<file path="src/hw/line_state_pkg.sv">
package line_state_pkg;

  // ********************************************************************
  // Widths
  // ********************************************************************
  localparam int REG_W = 8;
  localparam int DATA_W = 32;
  localparam int ADDR_W = 8;
  localparam int IDX_W = ADDR_W - 2;
  localparam int STRB_W = DATA_W / 8;
  typedef logic [IDX_W-1:0] reg_index_t;

  // ********************************************************************
  // Register indices (byte address is four times the index)
  // ********************************************************************
  localparam reg_index_t IDX_SUMMARY = 6'h02;
  localparam reg_index_t IDX_IRQ_STATUS = 6'h03;
  localparam reg_index_t IDX_IRQ_MASK = 6'h04;
  localparam reg_index_t IDX_HIST_A = 6'h09;
  localparam reg_index_t IDX_HIST_B = 6'h0A;
  localparam reg_index_t IDX_MASK_A = 6'h0B;
  localparam reg_index_t IDX_MASK_B = 6'h0C;
  localparam reg_index_t IDX_NOISE_THR = 6'h0D;
  localparam reg_index_t IDX_NOISE_PRE = 6'h0E;

  // ********************************************************************
  // Field positions
  // ********************************************************************
  localparam int BIT_NO_SIGNAL = 0;
  localparam int BIT_QUIET = 1;
  localparam int BIT_HALT = 2;
  localparam int BIT_MASTER = 3;
  localparam int BIT_NOISE = 4;
  localparam int BIT_NOISE_EXPIRED = 5;
  localparam int BIT_CHANGE = 6;
  localparam int BIT_UNKNOWN_INVALID = 7;
  localparam int NUM_COND = 6;
  localparam int COND_OTHER = 5;
  localparam int NUM_INVALIDATING = 5;
  localparam int SUM_A_BIT = 0;
  localparam int SUM_B_BIT = 1;
  localparam int NUM_SUMMARY = 2;

  // ********************************************************************
  // Reset values and bus answers
  // ********************************************************************
  localparam logic [REG_W-1:0] HIST_A_RESET = 8'h20;
  localparam logic [REG_W-1:0] HIST_B_RESET = 8'h00;
  localparam logic [REG_W-1:0] ZERO_BYTE = 8'h00;
  localparam logic [REG_W-1:0] NT_ONLY = 8'h20;
  localparam logic [NUM_SUMMARY-1:0] ZERO_SUMMARY = 2'h0;
  localparam logic [NUM_COND-1:0] ZERO_COND = 6'h00;
  localparam logic [DATA_W-1:0] ZERO_WORD = 32'h0000_0000;
  localparam logic [ADDR_W-1:0] ZERO_ADDR = 8'h00;
  localparam logic [STRB_W-1:0] ZERO_STRB = 4'h0;
  localparam logic [1:0] RESP_OKAY = 2'h0;
  localparam logic [1:0] RESP_SLVERR = 2'h2;

  typedef enum logic [1:0] {CLASS_NONE, CLASS_INVALIDATING, CLASS_OTHER}
    line_class_t;

  function automatic reg_index_t regIndex(input logic [ADDR_W-1:0] addr);
    return addr[ADDR_W-1:2];
  endfunction : regIndex

  function automatic logic isMapped(input reg_index_t idx);
    return idx inside {IDX_SUMMARY, IDX_IRQ_STATUS, IDX_IRQ_MASK,
      IDX_HIST_A, IDX_HIST_B, IDX_MASK_A, IDX_MASK_B, IDX_NOISE_THR,
      IDX_NOISE_PRE};
  endfunction : isMapped

  function automatic logic [DATA_W-1:0] widen(input logic [REG_W-1:0] v);
    return {{(DATA_W-REG_W){1'b0}}, v};
  endfunction : widen

endpackage : line_state_pkg

</file>
<file path="src/hw/history_if.sv">
`timescale 1ns/1ps
`default_nettype none
interface history_if;
  import line_state_pkg::*;
  logic [REG_W-1:0] setEvents;
  logic [REG_W-1:0] hwClear;
  logic [REG_W-1:0] swClearable;
  logic [REG_W-1:0] writeData;
  logic writeStrobe;
  logic readStrobe;
  logic [REG_W-1:0] history;
  modport owner(input setEvents, hwClear, swClearable, writeData,
    writeStrobe, readStrobe, output history);
  modport user(output setEvents, hwClear, swClearable, writeData,
    writeStrobe, readStrobe, input history);
endinterface : history_if
`default_nettype wire

</file>
<file path="src/hw/line_state_condition_latch.sv">
`timescale 1ns/1ps
`default_nettype none
module line_state_condition_latch (
  input wire logic clock,
  input wire logic sys_rst,
  input wire logic clockEnable,
  input wire logic [line_state_pkg::ADDR_W-1:0] awaddr,
  input wire logic awvalid,
  output logic awready,
  input wire logic [line_state_pkg::DATA_W-1:0] wdata,
  input wire logic [line_state_pkg::STRB_W-1:0] wstrb,
  input wire logic wvalid,
  output logic wready,
  output logic [1:0] bresp,
  output logic bvalid,
  input wire logic bready,
  input wire logic [line_state_pkg::ADDR_W-1:0] araddr,
  input wire logic arvalid,
  output logic arready,
  output logic [line_state_pkg::DATA_W-1:0] rdata,
  output logic [1:0] rresp,
  output logic rvalid,
  input wire logic rready,
  input wire logic signal_detect_input,
  input wire logic quietDetect,
  input wire logic haltDetect,
  input wire logic masterDetect,
  input wire logic noiseDetect,
  input wire logic otherKnownDetect,
  input wire logic noiseCounterZero,
  input wire logic [line_state_pkg::REG_W-1:0] historyBEvents,
  output logic [line_state_pkg::REG_W-1:0] noiseThreshold,
  output logic [line_state_pkg::REG_W-1:0] noisePrescaleThreshold,
  output logic interruptRequest
);
  import line_state_pkg::*;

  // ********************************************************************
  // Line state tracking
  // ********************************************************************
  logic [NUM_COND-1:0] cond;
  logic [NUM_COND-1:0] condPrev;
  logic [NUM_COND-1:0] next_condPrev;
  logic [NUM_COND-1:0] entered;
  logic unknownNow;
  logic unknownPrev;
  logic next_unknownPrev;
  logic noiseZeroPrev;
  logic next_noiseZeroPrev;
  line_class_t lastClass;
  line_class_t next_lastClass;
  logic unknownEntry;
  logic unknownInvalidEntry;
  logic changeEntry;
  logic noiseZeroEntry;

  assign cond[BIT_NO_SIGNAL] = ~signal_detect_input;
  assign cond[BIT_QUIET] = quietDetect;
  assign cond[BIT_HALT] = haltDetect;
  assign cond[BIT_MASTER] = masterDetect;
  assign cond[BIT_NOISE] = noiseDetect;
  assign cond[COND_OTHER] = otherKnownDetect;
  assign unknownNow = ~(|cond);
  // Only rising conditions count, so a state held across a clear does
  // not immediately set its bit again.
  assign entered = cond & ~condPrev;
  assign unknownEntry = unknownNow & ~unknownPrev;
  assign unknownInvalidEntry = unknownEntry &
    (lastClass == CLASS_INVALIDATING);
  assign changeEntry = (|entered) | unknownEntry;
  assign noiseZeroEntry = noiseCounterZero & ~noiseZeroPrev;

  always_comb
  begin
    next_condPrev = cond;
    next_unknownPrev = unknownNow;
    next_noiseZeroPrev = noiseCounterZero;
    next_lastClass = lastClass;
    if (|cond[NUM_INVALIDATING-1:0])
    begin
      next_lastClass = CLASS_INVALIDATING;
    end
    else if (cond[COND_OTHER])
    begin
      next_lastClass = CLASS_OTHER;
    end
  end

  always_ff @(posedge clock or posedge sys_rst)
  begin
    if (sys_rst)
    begin
      condPrev <= ZERO_COND;
      unknownPrev <= 1'b1;
      noiseZeroPrev <= 1'b0;
      lastClass <= CLASS_NONE;
    end
    else if (clockEnable)
    begin
      condPrev <= next_condPrev;
      unknownPrev <= next_unknownPrev;
      noiseZeroPrev <= next_noiseZeroPrev;
      lastClass <= next_lastClass;
    end
  end

  // ********************************************************************
  // AXI4-Lite slave
  // ********************************************************************
  logic awHeld;
  logic wHeld;
  logic [ADDR_W-1:0] awAddrReg;
  logic [DATA_W-1:0] wDataReg;
  logic [STRB_W-1:0] wStrbReg;
  logic next_awHeld;
  logic next_wHeld;
  logic [ADDR_W-1:0] next_awAddrReg;
  logic [DATA_W-1:0] next_wDataReg;
  logic [STRB_W-1:0] next_wStrbReg;
  logic next_bvalid;
  logic [1:0] next_bresp;
  logic next_rvalid;
  logic [1:0] next_rresp;
  logic [DATA_W-1:0] next_rdata;
  logic [DATA_W-1:0] readWord;
  logic writeFire;
  logic readFire;
  logic writeLow;
  reg_index_t wrIdx;
  reg_index_t rdIdx;
  logic rdMapped;

  // Ready drops with the clock enable so no beat is taken while frozen
  assign awready = clockEnable & ~awHeld & ~bvalid;
  assign wready = clockEnable & ~wHeld & ~bvalid;
  assign arready = clockEnable & ~rvalid;
  assign writeFire = clockEnable & awHeld & wHeld & ~bvalid;
  assign readFire = arvalid & arready;
  assign wrIdx = regIndex(awAddrReg);
  assign rdIdx = regIndex(araddr);
  assign rdMapped = isMapped(rdIdx);
  // Registers are one byte wide; only lane 0 carries them
  assign writeLow = writeFire & isMapped(wrIdx) & wStrbReg[0];

  always_comb
  begin
    next_awHeld = awHeld;
    next_wHeld = wHeld;
    next_awAddrReg = awAddrReg;
    next_wDataReg = wDataReg;
    next_wStrbReg = wStrbReg;
    next_bvalid = bvalid;
    next_bresp = bresp;
    next_rvalid = rvalid;
    next_rresp = rresp;
    next_rdata = rdata;
    if (awvalid && awready)
    begin
      next_awHeld = 1'b1;
      next_awAddrReg = awaddr;
    end
    if (wvalid && wready)
    begin
      next_wHeld = 1'b1;
      next_wDataReg = wdata;
      next_wStrbReg = wstrb;
    end
    if (writeFire)
    begin
      next_awHeld = 1'b0;
      next_wHeld = 1'b0;
      next_bvalid = 1'b1;
      next_bresp = isMapped(wrIdx) ? RESP_OKAY : RESP_SLVERR;
    end
    else if (bvalid && bready)
    begin
      next_bvalid = 1'b0;
    end
    if (readFire)
    begin
      next_rvalid = 1'b1;
      next_rresp = isMapped(rdIdx) ? RESP_OKAY : RESP_SLVERR;
      next_rdata = readWord;
    end
    else if (rvalid && rready)
    begin
      next_rvalid = 1'b0;
    end
  end

  always_ff @(posedge clock or posedge sys_rst)
  begin
    if (sys_rst)
    begin
      awHeld <= 1'b0;
      wHeld <= 1'b0;
      awAddrReg <= ZERO_ADDR;
      wDataReg <= ZERO_WORD;
      wStrbReg <= ZERO_STRB;
      bvalid <= 1'b0;
      bresp <= RESP_OKAY;
      rvalid <= 1'b0;
      rresp <= RESP_OKAY;
      rdata <= ZERO_WORD;
    end
    else if (clockEnable)
    begin
      awHeld <= next_awHeld;
      wHeld <= next_wHeld;
      awAddrReg <= next_awAddrReg;
      wDataReg <= next_wDataReg;
      wStrbReg <= next_wStrbReg;
      bvalid <= next_bvalid;
      bresp <= next_bresp;
      rvalid <= next_rvalid;
      rresp <= next_rresp;
      rdata <= next_rdata;
    end
  end

  // ********************************************************************
  // History registers
  // ********************************************************************
  history_if histA ();
  history_if histB ();
  logic noiseLoad;
  logic [REG_W-1:0] wByte;

  assign wByte = wDataReg[REG_W-1:0];
  // Only a nonzero threshold load rearms the noise expiry flag
  assign noiseLoad = writeLow & (wByte != ZERO_BYTE) &
    (wrIdx == IDX_NOISE_THR || wrIdx == IDX_NOISE_PRE);

  assign histA.setEvents = {unknownInvalidEntry, changeEntry,
    noiseZeroEntry, entered[NUM_INVALIDATING-1:0]};
  assign histA.hwClear = noiseLoad ? NT_ONLY : ZERO_BYTE;
  assign histA.swClearable = ~NT_ONLY;
  assign histA.writeData = wByte;
  assign histA.writeStrobe = writeLow & (wrIdx == IDX_HIST_A);
  assign histA.readStrobe = readFire & (rdIdx == IDX_HIST_A);

  assign histB.setEvents = historyBEvents;
  assign histB.hwClear = ZERO_BYTE;
  assign histB.swClearable = ~ZERO_BYTE;
  assign histB.writeData = wByte;
  assign histB.writeStrobe = writeLow & (wrIdx == IDX_HIST_B);
  assign histB.readStrobe = readFire & (rdIdx == IDX_HIST_B);

  // Reset value carries the expired noise flag: the counter starts at 0
  line_state_history #(.RESET_VALUE(HIST_A_RESET)) u_histA (
    .clock(clock),
    .sys_rst(sys_rst),
    .clockEnable(clockEnable),
    .hist(histA.owner)
  );

  line_state_history #(.RESET_VALUE(HIST_B_RESET)) u_histB (
    .clock(clock),
    .sys_rst(sys_rst),
    .clockEnable(clockEnable),
    .hist(histB.owner)
  );

  // ********************************************************************
  // Masks, summary, interrupt and thresholds
  // ********************************************************************
  logic [REG_W-1:0] maskA;
  logic [REG_W-1:0] maskB;
  logic [NUM_SUMMARY-1:0] summary;
  logic [NUM_SUMMARY-1:0] irqStatus;
  logic [NUM_SUMMARY-1:0] irqMask;
  logic [REG_W-1:0] next_maskA;
  logic [REG_W-1:0] next_maskB;
  logic [NUM_SUMMARY-1:0] next_irqStatus;
  logic [NUM_SUMMARY-1:0] next_irqMask;
  logic [REG_W-1:0] next_noiseThreshold;
  logic [REG_W-1:0] next_noisePrescale;

  assign summary[SUM_A_BIT] = |(histA.history & maskA);
  assign summary[SUM_B_BIT] = |(histB.history & maskB);
  assign interruptRequest = |(irqStatus & irqMask);

  always_comb
  begin
    next_maskA = maskA;
    next_maskB = maskB;
    next_irqMask = irqMask;
    next_irqStatus = irqStatus;
    next_noiseThreshold = noiseThreshold;
    next_noisePrescale = noisePrescaleThreshold;
    if (writeLow)
    begin
      unique case (wrIdx)
        IDX_MASK_A: next_maskA = wByte;
        IDX_MASK_B: next_maskB = wByte;
        IDX_IRQ_MASK: next_irqMask = wByte[NUM_SUMMARY-1:0];
        IDX_IRQ_STATUS: next_irqStatus = irqStatus &
          ~wByte[NUM_SUMMARY-1:0];
        IDX_NOISE_THR: next_noiseThreshold = wByte;
        IDX_NOISE_PRE: next_noisePrescale = wByte;
        default: next_maskA = maskA;
      endcase
    end
    // Set after clear: a live summary is never lost to a clear
    next_irqStatus = next_irqStatus | summary;
  end

  always_comb
  begin
    readWord = ZERO_WORD;
    unique case (rdIdx)
      IDX_SUMMARY: readWord = widen({{(REG_W-NUM_SUMMARY){1'b0}}, summary});
      IDX_IRQ_STATUS:
        readWord = widen({{(REG_W-NUM_SUMMARY){1'b0}}, irqStatus});
      IDX_IRQ_MASK:
        readWord = widen({{(REG_W-NUM_SUMMARY){1'b0}}, irqMask});
      IDX_HIST_A: readWord = widen(histA.history);
      IDX_HIST_B: readWord = widen(histB.history);
      IDX_MASK_A: readWord = widen(maskA);
      IDX_MASK_B: readWord = widen(maskB);
      IDX_NOISE_THR: readWord = widen(noiseThreshold);
      IDX_NOISE_PRE: readWord = widen(noisePrescaleThreshold);
      default: readWord = ZERO_WORD;
    endcase
  end

  always_ff @(posedge clock or posedge sys_rst)
  begin
    if (sys_rst)
    begin
      maskA <= ZERO_BYTE;
      maskB <= ZERO_BYTE;
      irqStatus <= ZERO_SUMMARY;
      irqMask <= ZERO_SUMMARY;
      noiseThreshold <= ZERO_BYTE;
      noisePrescaleThreshold <= ZERO_BYTE;
    end
    else if (clockEnable)
    begin
      maskA <= next_maskA;
      maskB <= next_maskB;
      irqStatus <= next_irqStatus;
      irqMask <= next_irqMask;
      noiseThreshold <= next_noiseThreshold;
      noisePrescaleThreshold <= next_noisePrescale;
    end
  end

  // ********************************************************************
  // Checks
  // ********************************************************************
  property p_summaryA;
    @(posedge clock) disable iff (sys_rst)
    (clockEnable && (histA.history & maskA) != ZERO_BYTE) |=>
      irqStatus[SUM_A_BIT];
  endproperty
  a_summaryA: assert property (p_summaryA)
    else $error("summary A did not reach interrupt status");

  property p_summaryFalls;
    @(posedge clock) disable iff (sys_rst)
    (readFire && rdIdx == IDX_SUMMARY &&
      (histB.history & maskB) == ZERO_BYTE) |=> !rdata[SUM_B_BIT];
  endproperty
  a_summaryFalls: assert property (p_summaryFalls)
    else $error("summary B high without enabled history bit");

  property p_noSignal;
    @(posedge clock) disable iff (sys_rst)
    (clockEnable && $fell(signal_detect_input) &&
      !condPrev[BIT_NO_SIGNAL]) |=> histA.history[BIT_NO_SIGNAL];
  endproperty
  a_noSignal: assert property (p_noSignal)
    else $error("no-signal bit not set");

  property p_masterEntry;
    @(posedge clock) disable iff (sys_rst)
    (clockEnable && masterDetect && !condPrev[BIT_MASTER]) |=>
      histA.history[BIT_MASTER] && histA.history[BIT_CHANGE];
  endproperty
  a_masterEntry: assert property (p_masterEntry)
    else $error("master entry not recorded with change");

  property p_ntReset;
    @(posedge clock) disable iff (sys_rst)
    $fell(sys_rst) |-> histA.history[BIT_NOISE_EXPIRED];
  endproperty
  a_ntReset: assert property (p_ntReset)
    else $error("noise expiry flag clear after reset");

  property p_ntClear;
    @(posedge clock) disable iff (sys_rst)
    (noiseLoad && !noiseZeroEntry) |=> !histA.history[BIT_NOISE_EXPIRED];
  endproperty
  a_ntClear: assert property (p_ntClear)
    else $error("noise expiry flag not cleared by threshold load");

  property p_ntHold;
    @(posedge clock) disable iff (sys_rst)
    (histA.history[BIT_NOISE_EXPIRED] && !noiseLoad) |=>
      histA.history[BIT_NOISE_EXPIRED];
  endproperty
  a_ntHold: assert property (p_ntHold)
    else $error("noise expiry flag dropped without load");

  property p_unknownInvalid;
    @(posedge clock) disable iff (sys_rst)
    (clockEnable && $fell(noiseDetect) && unknownNow && !unknownPrev) |=>
      histA.history[BIT_UNKNOWN_INVALID];
  endproperty
  a_unknownInvalid: assert property (p_unknownInvalid)
    else $error("unknown-invalid bit not set after noise");

  property p_readAnswer;
    @(posedge clock) disable iff (sys_rst)
    readFire |=> rvalid && rresp == ($past(rdMapped) ? RESP_OKAY :
      RESP_SLVERR);
  endproperty
  a_readAnswer: assert property (p_readAnswer)
    else $error("read not answered next cycle");

  property p_irqLevel;
    @(posedge clock) disable iff (sys_rst)
    (clockEnable && (summary & irqMask) != ZERO_SUMMARY) |=>
      interruptRequest;
  endproperty
  a_irqLevel: assert property (p_irqLevel)
    else $error("interrupt level disagrees with status and mask");

  c_summaryA: cover property (@(posedge clock) disable iff (sys_rst)
    $rose(summary[SUM_A_BIT]));
  c_irq: cover property (@(posedge clock) disable iff (sys_rst)
    $rose(interruptRequest));
  c_histWrite: cover property (@(posedge clock) disable iff (sys_rst)
    histA.writeStrobe ##[1:20] histA.readStrobe);
  c_unknownInvalid: cover property (@(posedge clock) disable iff (sys_rst)
    unknownInvalidEntry && clockEnable);

endmodule : line_state_condition_latch
`default_nettype wire

</file>
<file path="src/hw/line_state_history.sv">
`timescale 1ns/1ps
`default_nettype none
module line_state_history #(
  parameter logic [line_state_pkg::REG_W-1:0] RESET_VALUE = 8'h00
) (
  input wire logic clock,
  input wire logic sys_rst,
  input wire logic clockEnable,
  history_if.owner hist
);
  import line_state_pkg::*;

  logic [REG_W-1:0] fresh;
  logic [REG_W-1:0] next_history;
  logic [REG_W-1:0] next_fresh;
  logic [REG_W-1:0] clearable;

  // ********************************************************************
  // Sticky history with guarded clear
  // ********************************************************************
  // A bit set after the last read is protected, so software cannot
  // wipe an event it has never seen.
  always_comb
  begin
    next_history = hist.history;
    next_fresh = fresh;
    clearable = ~hist.writeData & ~fresh & hist.swClearable;
    if (hist.readStrobe)
    begin
      next_fresh = ZERO_BYTE;
    end
    if (hist.writeStrobe)
    begin
      next_history = next_history & ~clearable;
    end
    next_history = next_history & ~hist.hwClear;
    next_history = next_history | hist.setEvents;
    next_fresh = next_fresh | hist.setEvents;
  end

  always_ff @(posedge clock or posedge sys_rst)
  begin
    if (sys_rst)
    begin
      hist.history <= RESET_VALUE;
      fresh <= ZERO_BYTE;
    end
    else if (clockEnable)
    begin
      hist.history <= next_history;
      fresh <= next_fresh;
    end
  end

  // ********************************************************************
  // Checks
  // ********************************************************************
  property p_setSticky;
    @(posedge clock) disable iff (sys_rst)
    clockEnable |=> ((hist.history & $past(hist.setEvents)) ==
      $past(hist.setEvents));
  endproperty
  a_setSticky: assert property (p_setSticky)
    else $error("history bit not set by event");

  property p_noSelfClear;
    @(posedge clock) disable iff (sys_rst)
    (clockEnable && !hist.writeStrobe && hist.hwClear == ZERO_BYTE) |=>
      ((hist.history & $past(hist.history)) == $past(hist.history));
  endproperty
  a_noSelfClear: assert property (p_noSelfClear)
    else $error("history bit cleared without software");

  property p_freshProtect;
    @(posedge clock) disable iff (sys_rst)
    (clockEnable && hist.writeStrobe && hist.hwClear == ZERO_BYTE) |=>
      ((hist.history & $past(fresh)) ==
       ($past(hist.history) & $past(fresh)));
  endproperty
  a_freshProtect: assert property (p_freshProtect)
    else $error("unread history bit cleared by write");

  property p_writeOneKeeps;
    @(posedge clock) disable iff (sys_rst)
    (clockEnable && hist.writeStrobe && hist.hwClear == ZERO_BYTE) |=>
      ((hist.history & $past(hist.writeData)) ==
       ($past(hist.history) & $past(hist.writeData)));
  endproperty
  a_writeOneKeeps: assert property (p_writeOneKeeps)
    else $error("writing one changed a history bit");

endmodule : line_state_history
`default_nettype wire

</file>
<file path="config.mk">
export PLATFORM = sky130hd
export DESIGN_NAME = line_state_condition_latch
export DESIGN_NICKNAME = d
export VERILOG_FILES = /design/src/hw/line_state_pkg.sv /design/src/hw/history_if.sv /design/src/hw/line_state_condition_latch.sv /design/src/hw/line_state_history.sv
export SDC_FILE = /design/constraint.sdc
export NUM_CORES = 1
export LEC_CHECK = 0
export BUFFER_PORTS_ARGS = -buffer_cell sky130_fd_sc_hd__buf_2
export CAP_MARGIN = 40
export CELL_PAD_IN_SITES_DETAIL_PLACEMENT = 1
export CELL_PAD_IN_SITES_GLOBAL_PLACEMENT = 2
export CORE_ASPECT_RATIO = 0.75
export CORE_MARGIN = 8
export CORE_UTILIZATION = 33
export DETAILED_ROUTE_END_ITERATION = 8
export PLACE_DENSITY_LB_ADDON = 0.1
export SETUP_SLACK_MARGIN = 0.02
export SLEW_MARGIN = 20
export SYNTH_ARGS = -nofsm -noshare
export SYNTH_HDL_FRONTEND = slang
export SYNTH_SLANG_ARGS = --single-unit
</file>
<file path="constraint.sdc">
create_clock -name clock -period 4.2 [get_ports clock]
set_clock_uncertainty 0.2 [all_clocks]
set_input_delay 0 -clock clock [delete_from_list [all_inputs] [get_ports clock]]
set_output_delay 0 -clock clock [all_outputs]
set_load 0.02 [all_outputs]
</file>
==> flow_metrics.py <==
metrics = {
    "grt": {
        "grt_pass1_wl_mm": 23.3,
        "antenna_found_initial": 0,
        "grt_start_max_net_pins": 42,
        "grt_use_total": 0.158,
        "first_global_vias": 4020,
        "overflow": 0,
    },
    "floorplanning": {
        "die_height_microns": 123,
        "rows": 39,
        "die_w_microns": 158,
        "dieArea_sq_um": 19400,
        "num_io_pins": 133,
        "core_sq_um": 15000,
        "initial_core_util": 0.332,
    },
    "placement": {
        "globalplace.congestion": 0.769,
        "dp_hpwl_mm": 10.9,
        "io_buffers": 75,
    },
    "timing": {
        "rsz0062_at_grt": "no",
        "setup_viol": 0,
        "slew_headroom": 0.500,
        "fmaxAchievable_mhz": 395,
        "timing.setup.tns_ns": 0,
        "worst_slew_pin_slew_ns": 0.749,
        "maxSlewViolCount": 0,
        "period_needed_ns": 2.53,
        "timing.final.hold_violations": 0,
        "fin_hold_ws_ns": 0.0198,
        "fin_crit_sh": 0.603,
    },
    "critical_path": {
        "rr_startpoint": "bvalid",
        "end_kind": "register",
        "start_kind": "register",
        "rrSetupSlack_ns": 1.67,
        "criticalPathCategory": "register to register",
        "path_max_fanout": 8,
        "reg2reg_depth": 5,
        "critPathArrivalTime_ns": 2.56,
        "r2r-end": "noisePrescaleThreshold[2]",
        "crit_required_ns": 4.23,
    },
    "routing": {
        "drt_iter0_markers": 185,
        "routedWlPerCell_microns": 19.4,
        "routed_wirelength_mm": 14.9,
        "drc": 0,
        "vias": 3787,
        "ant_nets": 0,
        "drt-vias-per-instance": 4.93,
        "firstDrtPassIters": 5,
    },
    "power_and_ir_drop": {
        "power.leakage_nw": 2.86,
        "vdd.ir_drop.worst_mv": 0.226,
        "power_density_nw_per_um2": 474,
    },
    "clock_tree": {
        "ctsHoldBuffers": 41,
        "cts_buffers": 9,
        "cts_buffer_depth": 2,
        "cts_sinks": 106,
        "cts_setup_buffers": 0,
        "clk_pin_slew_ns": 0.07,
        "root_buffer": "clkbuf_16",
        "cts_resized": 0,
        "htreeDepth": 3,
        "cts_tree": "done",
        "worstSkewPairLatency_ns": 0.34,
    },
    "yosys": {
        "synthDistinctLibCells": 48,
        "synth.avg_cell_area_sq_um": 11.1,
        "synth_edf_count": 0,
        "ys_ff_latch": 106,
        "synth-async-reset-ratio": 1.00,
        "seq_area_frac_synth": 0.532,
        "syn_area_sq_um": 4990,
        "synthCells": 448,
        "yosys.area.top_type_share": 0.521,
        "yosysTopAreaCell": "dfrtp_1",
        "yosysWarnings": 0,
        "synthTopCellsByArea": "dfrtp_1 (52%), mux2_2 (14%), nand2_1 (6.0%), buf_4 (4.1%), o31ai_1 (2.4%)",
        "synthFlopType": "dfrtp_1",
    },
    "finish": {
        "syn_to_final_growth_pct": 24.1,
        "n_antenna_cell": 0,
        "fillers": 1695,
        "drive_gt1_frac": 0.297,
        "fin_nets": 633,
    },
    "status": {
        "run_status": "completed",
    },
    "flow_run": {
        "cap_violations": 0,
    },
    "worst_hold_path": {
        "hp-class": "input pin to async pin",
    },
}
## cells in the mapped netlist, types with 3 or more instances
master,count
buf_2,3
nand4_1,5
nand2_1,80
a22o_1,5
mux2i_1,8
buf_4,27
clkbuf_1,14
a22oi_1,8
dfrtp_1,104
mux2_2,64
a21o_1,3
nor3_1,3
a21oi_1,5
inv_1,6
and3_1,4
a222oi_1,6
o31ai_1,16
nor2b_1,9
nor2_1,13
o21ai_0,21
nand3_1,6
## logic make-up (layout without fill, tap and decap cells)
group / after synthesis / in the layout / synth area share
xor+xnor: 1 / 1 / 0.00175
buf+inv: 51 / 141 / 0.0594
flops: 106 / 106 / 0.532
mux: 72 / 72 / 0.160
compound gates: 77 / 77 / 0.110
other cells: 1 / 26 / 0.000751
simple gates: 140 / 140 / 0.136
## report_power, final
group | leakage (nW) | internal [mW] | total (mW) | switching (mW)
Combinational | 1.46 | 0.294 | 0.596 | 0.301
Clock | 0.149 | 0.480 | 0.865 | 0.385
Sequential | 1.25 | 1.18 | 1.48 | 0.292
Total | 2.86 | 1.96 | 2.94 | 0.979
## state kept, by name (all words and copies together) (netlist names), 7 cells and up
| register | cells |
|---|---|
| u_histA.fresh | 7 |
| rdata | 8 |
| maskA | 8 |
| noisePrescaleThreshold | 8 |
| wDataReg | 8 |
| maskB | 8 |
| u_histA.hist.history | 8 |
| u_histB.hist.history | 8 |
| noiseThreshold | 8 |
| u_histB.fresh | 8 |
## routing by layer
metal / up-vias / GRT usage / routed length, microns
li1: 1771 / - / -
met1: 1919 / 0.233 / 7670
met2: 92 / 0.237 / 6440
met3: 5 / 0.0299 / 717
met4: 0 / 0.0300 / 64
met5: - / 0 / 0
## critical path, cell delays in order, from the launching register on
cell and delay, ns:
dfrtp_1 0.42, and4b_1 0.39, and3_1 0.36, nand2_2 0.15
nor3_4 0.50, mux2_2 0.40
## cell type report
| class | count | area [sq um] | area share |
|---|---|---|---|
| inverter | 6 | 25.0 | 0.00404 |
| tap | 205 | 256 | 0.0414 |
| clock inverter | 6 | 65.1 | 0.0105 |
| multi-input combinational | 316 | 2140 | 0.345 |
| sequential | 106 | 2660 | 0.428 |
| timing repair buffer | 119 | 821 | 0.132 |
| clock buffer | 10 | 239 | 0.0386 |
## how the worst max path moves through the flow
stage,startpoint,end
floorplan,sys_rst,awAddrReg[2]
global placement,bvalid,noisePrescaleThreshold[2]
global route,bvalid,noisePrescaleThreshold[3]
detailed placement,bvalid,noisePrescaleThreshold[2]
finish,bvalid,noisePrescaleThreshold[2]
CTS,bvalid,noisePrescaleThreshold[2]
## through the flow
stage | std cells | setup WS [ns] | total power [mW] | instance area, sq um | util
6_report | 768 | 1.67 | 2.94 | 6200 | 0.412
4_1_cts | 768 | 1.64 | 2.97 | 6200 | 0.412
3_5_place_dp | 711 | 1.66 | 2.07 | 5480 | 0.365
3_3_place_gp | 710 | 1.73 | 2.04 | 5460 | 0.364
2_1_floorplan | 473 | 1.21 | 1.81 | 5090 | -
5_1_grt | 768 | 1.55 | 3.09 | 6200 | 0.412
## cells in the final DEF, fill, tap and decap left out, drive strengths merged, types with 2 or more instances in the layout
| cell | synthesis | layout |
|---|---|---|
| nor2b | 9 | 9 |
| nand3b | 2 | 2 |
| a222oi | 6 | 6 |
| nand2b | 2 | 2 |
| conb | 1 | 26 |
| a22oi | 8 | 8 |
| inv | 6 | 7 |
| nand3 | 6 | 6 |
| mux2i | 8 | 8 |
| dlygate4sd3 | 0 | 41 |
| nor3 | 4 | 4 |
| buf | 31 | 78 |
| dfstp | 2 | 2 |
| clkinv | 0 | 3 |
| nand4 | 5 | 5 |
| dfrtp | 104 | 104 |
| or4b | 2 | 2 |
| o31ai | 16 | 16 |
| nand2 | 81 | 81 |
| mux2 | 64 | 64 |
| nand4b | 2 | 2 |
| nor2 | 13 | 13 |
| a221oi | 2 | 2 |
| and3 | 4 | 4 |
| o21ai | 21 | 21 |
| clkbuf | 14 | 10 |
| nor4 | 2 | 2 |
| a21o | 3 | 3 |
| a21oi | 5 | 5 |
| or2 | 2 | 2 |
| a22o | 5 | 5 |
| o211ai | 2 | 2 |
| o2111ai | 2 | 2 |
| and2 | 2 | 2 |
No activity file was read; power rests on OpenSTA's default activity.
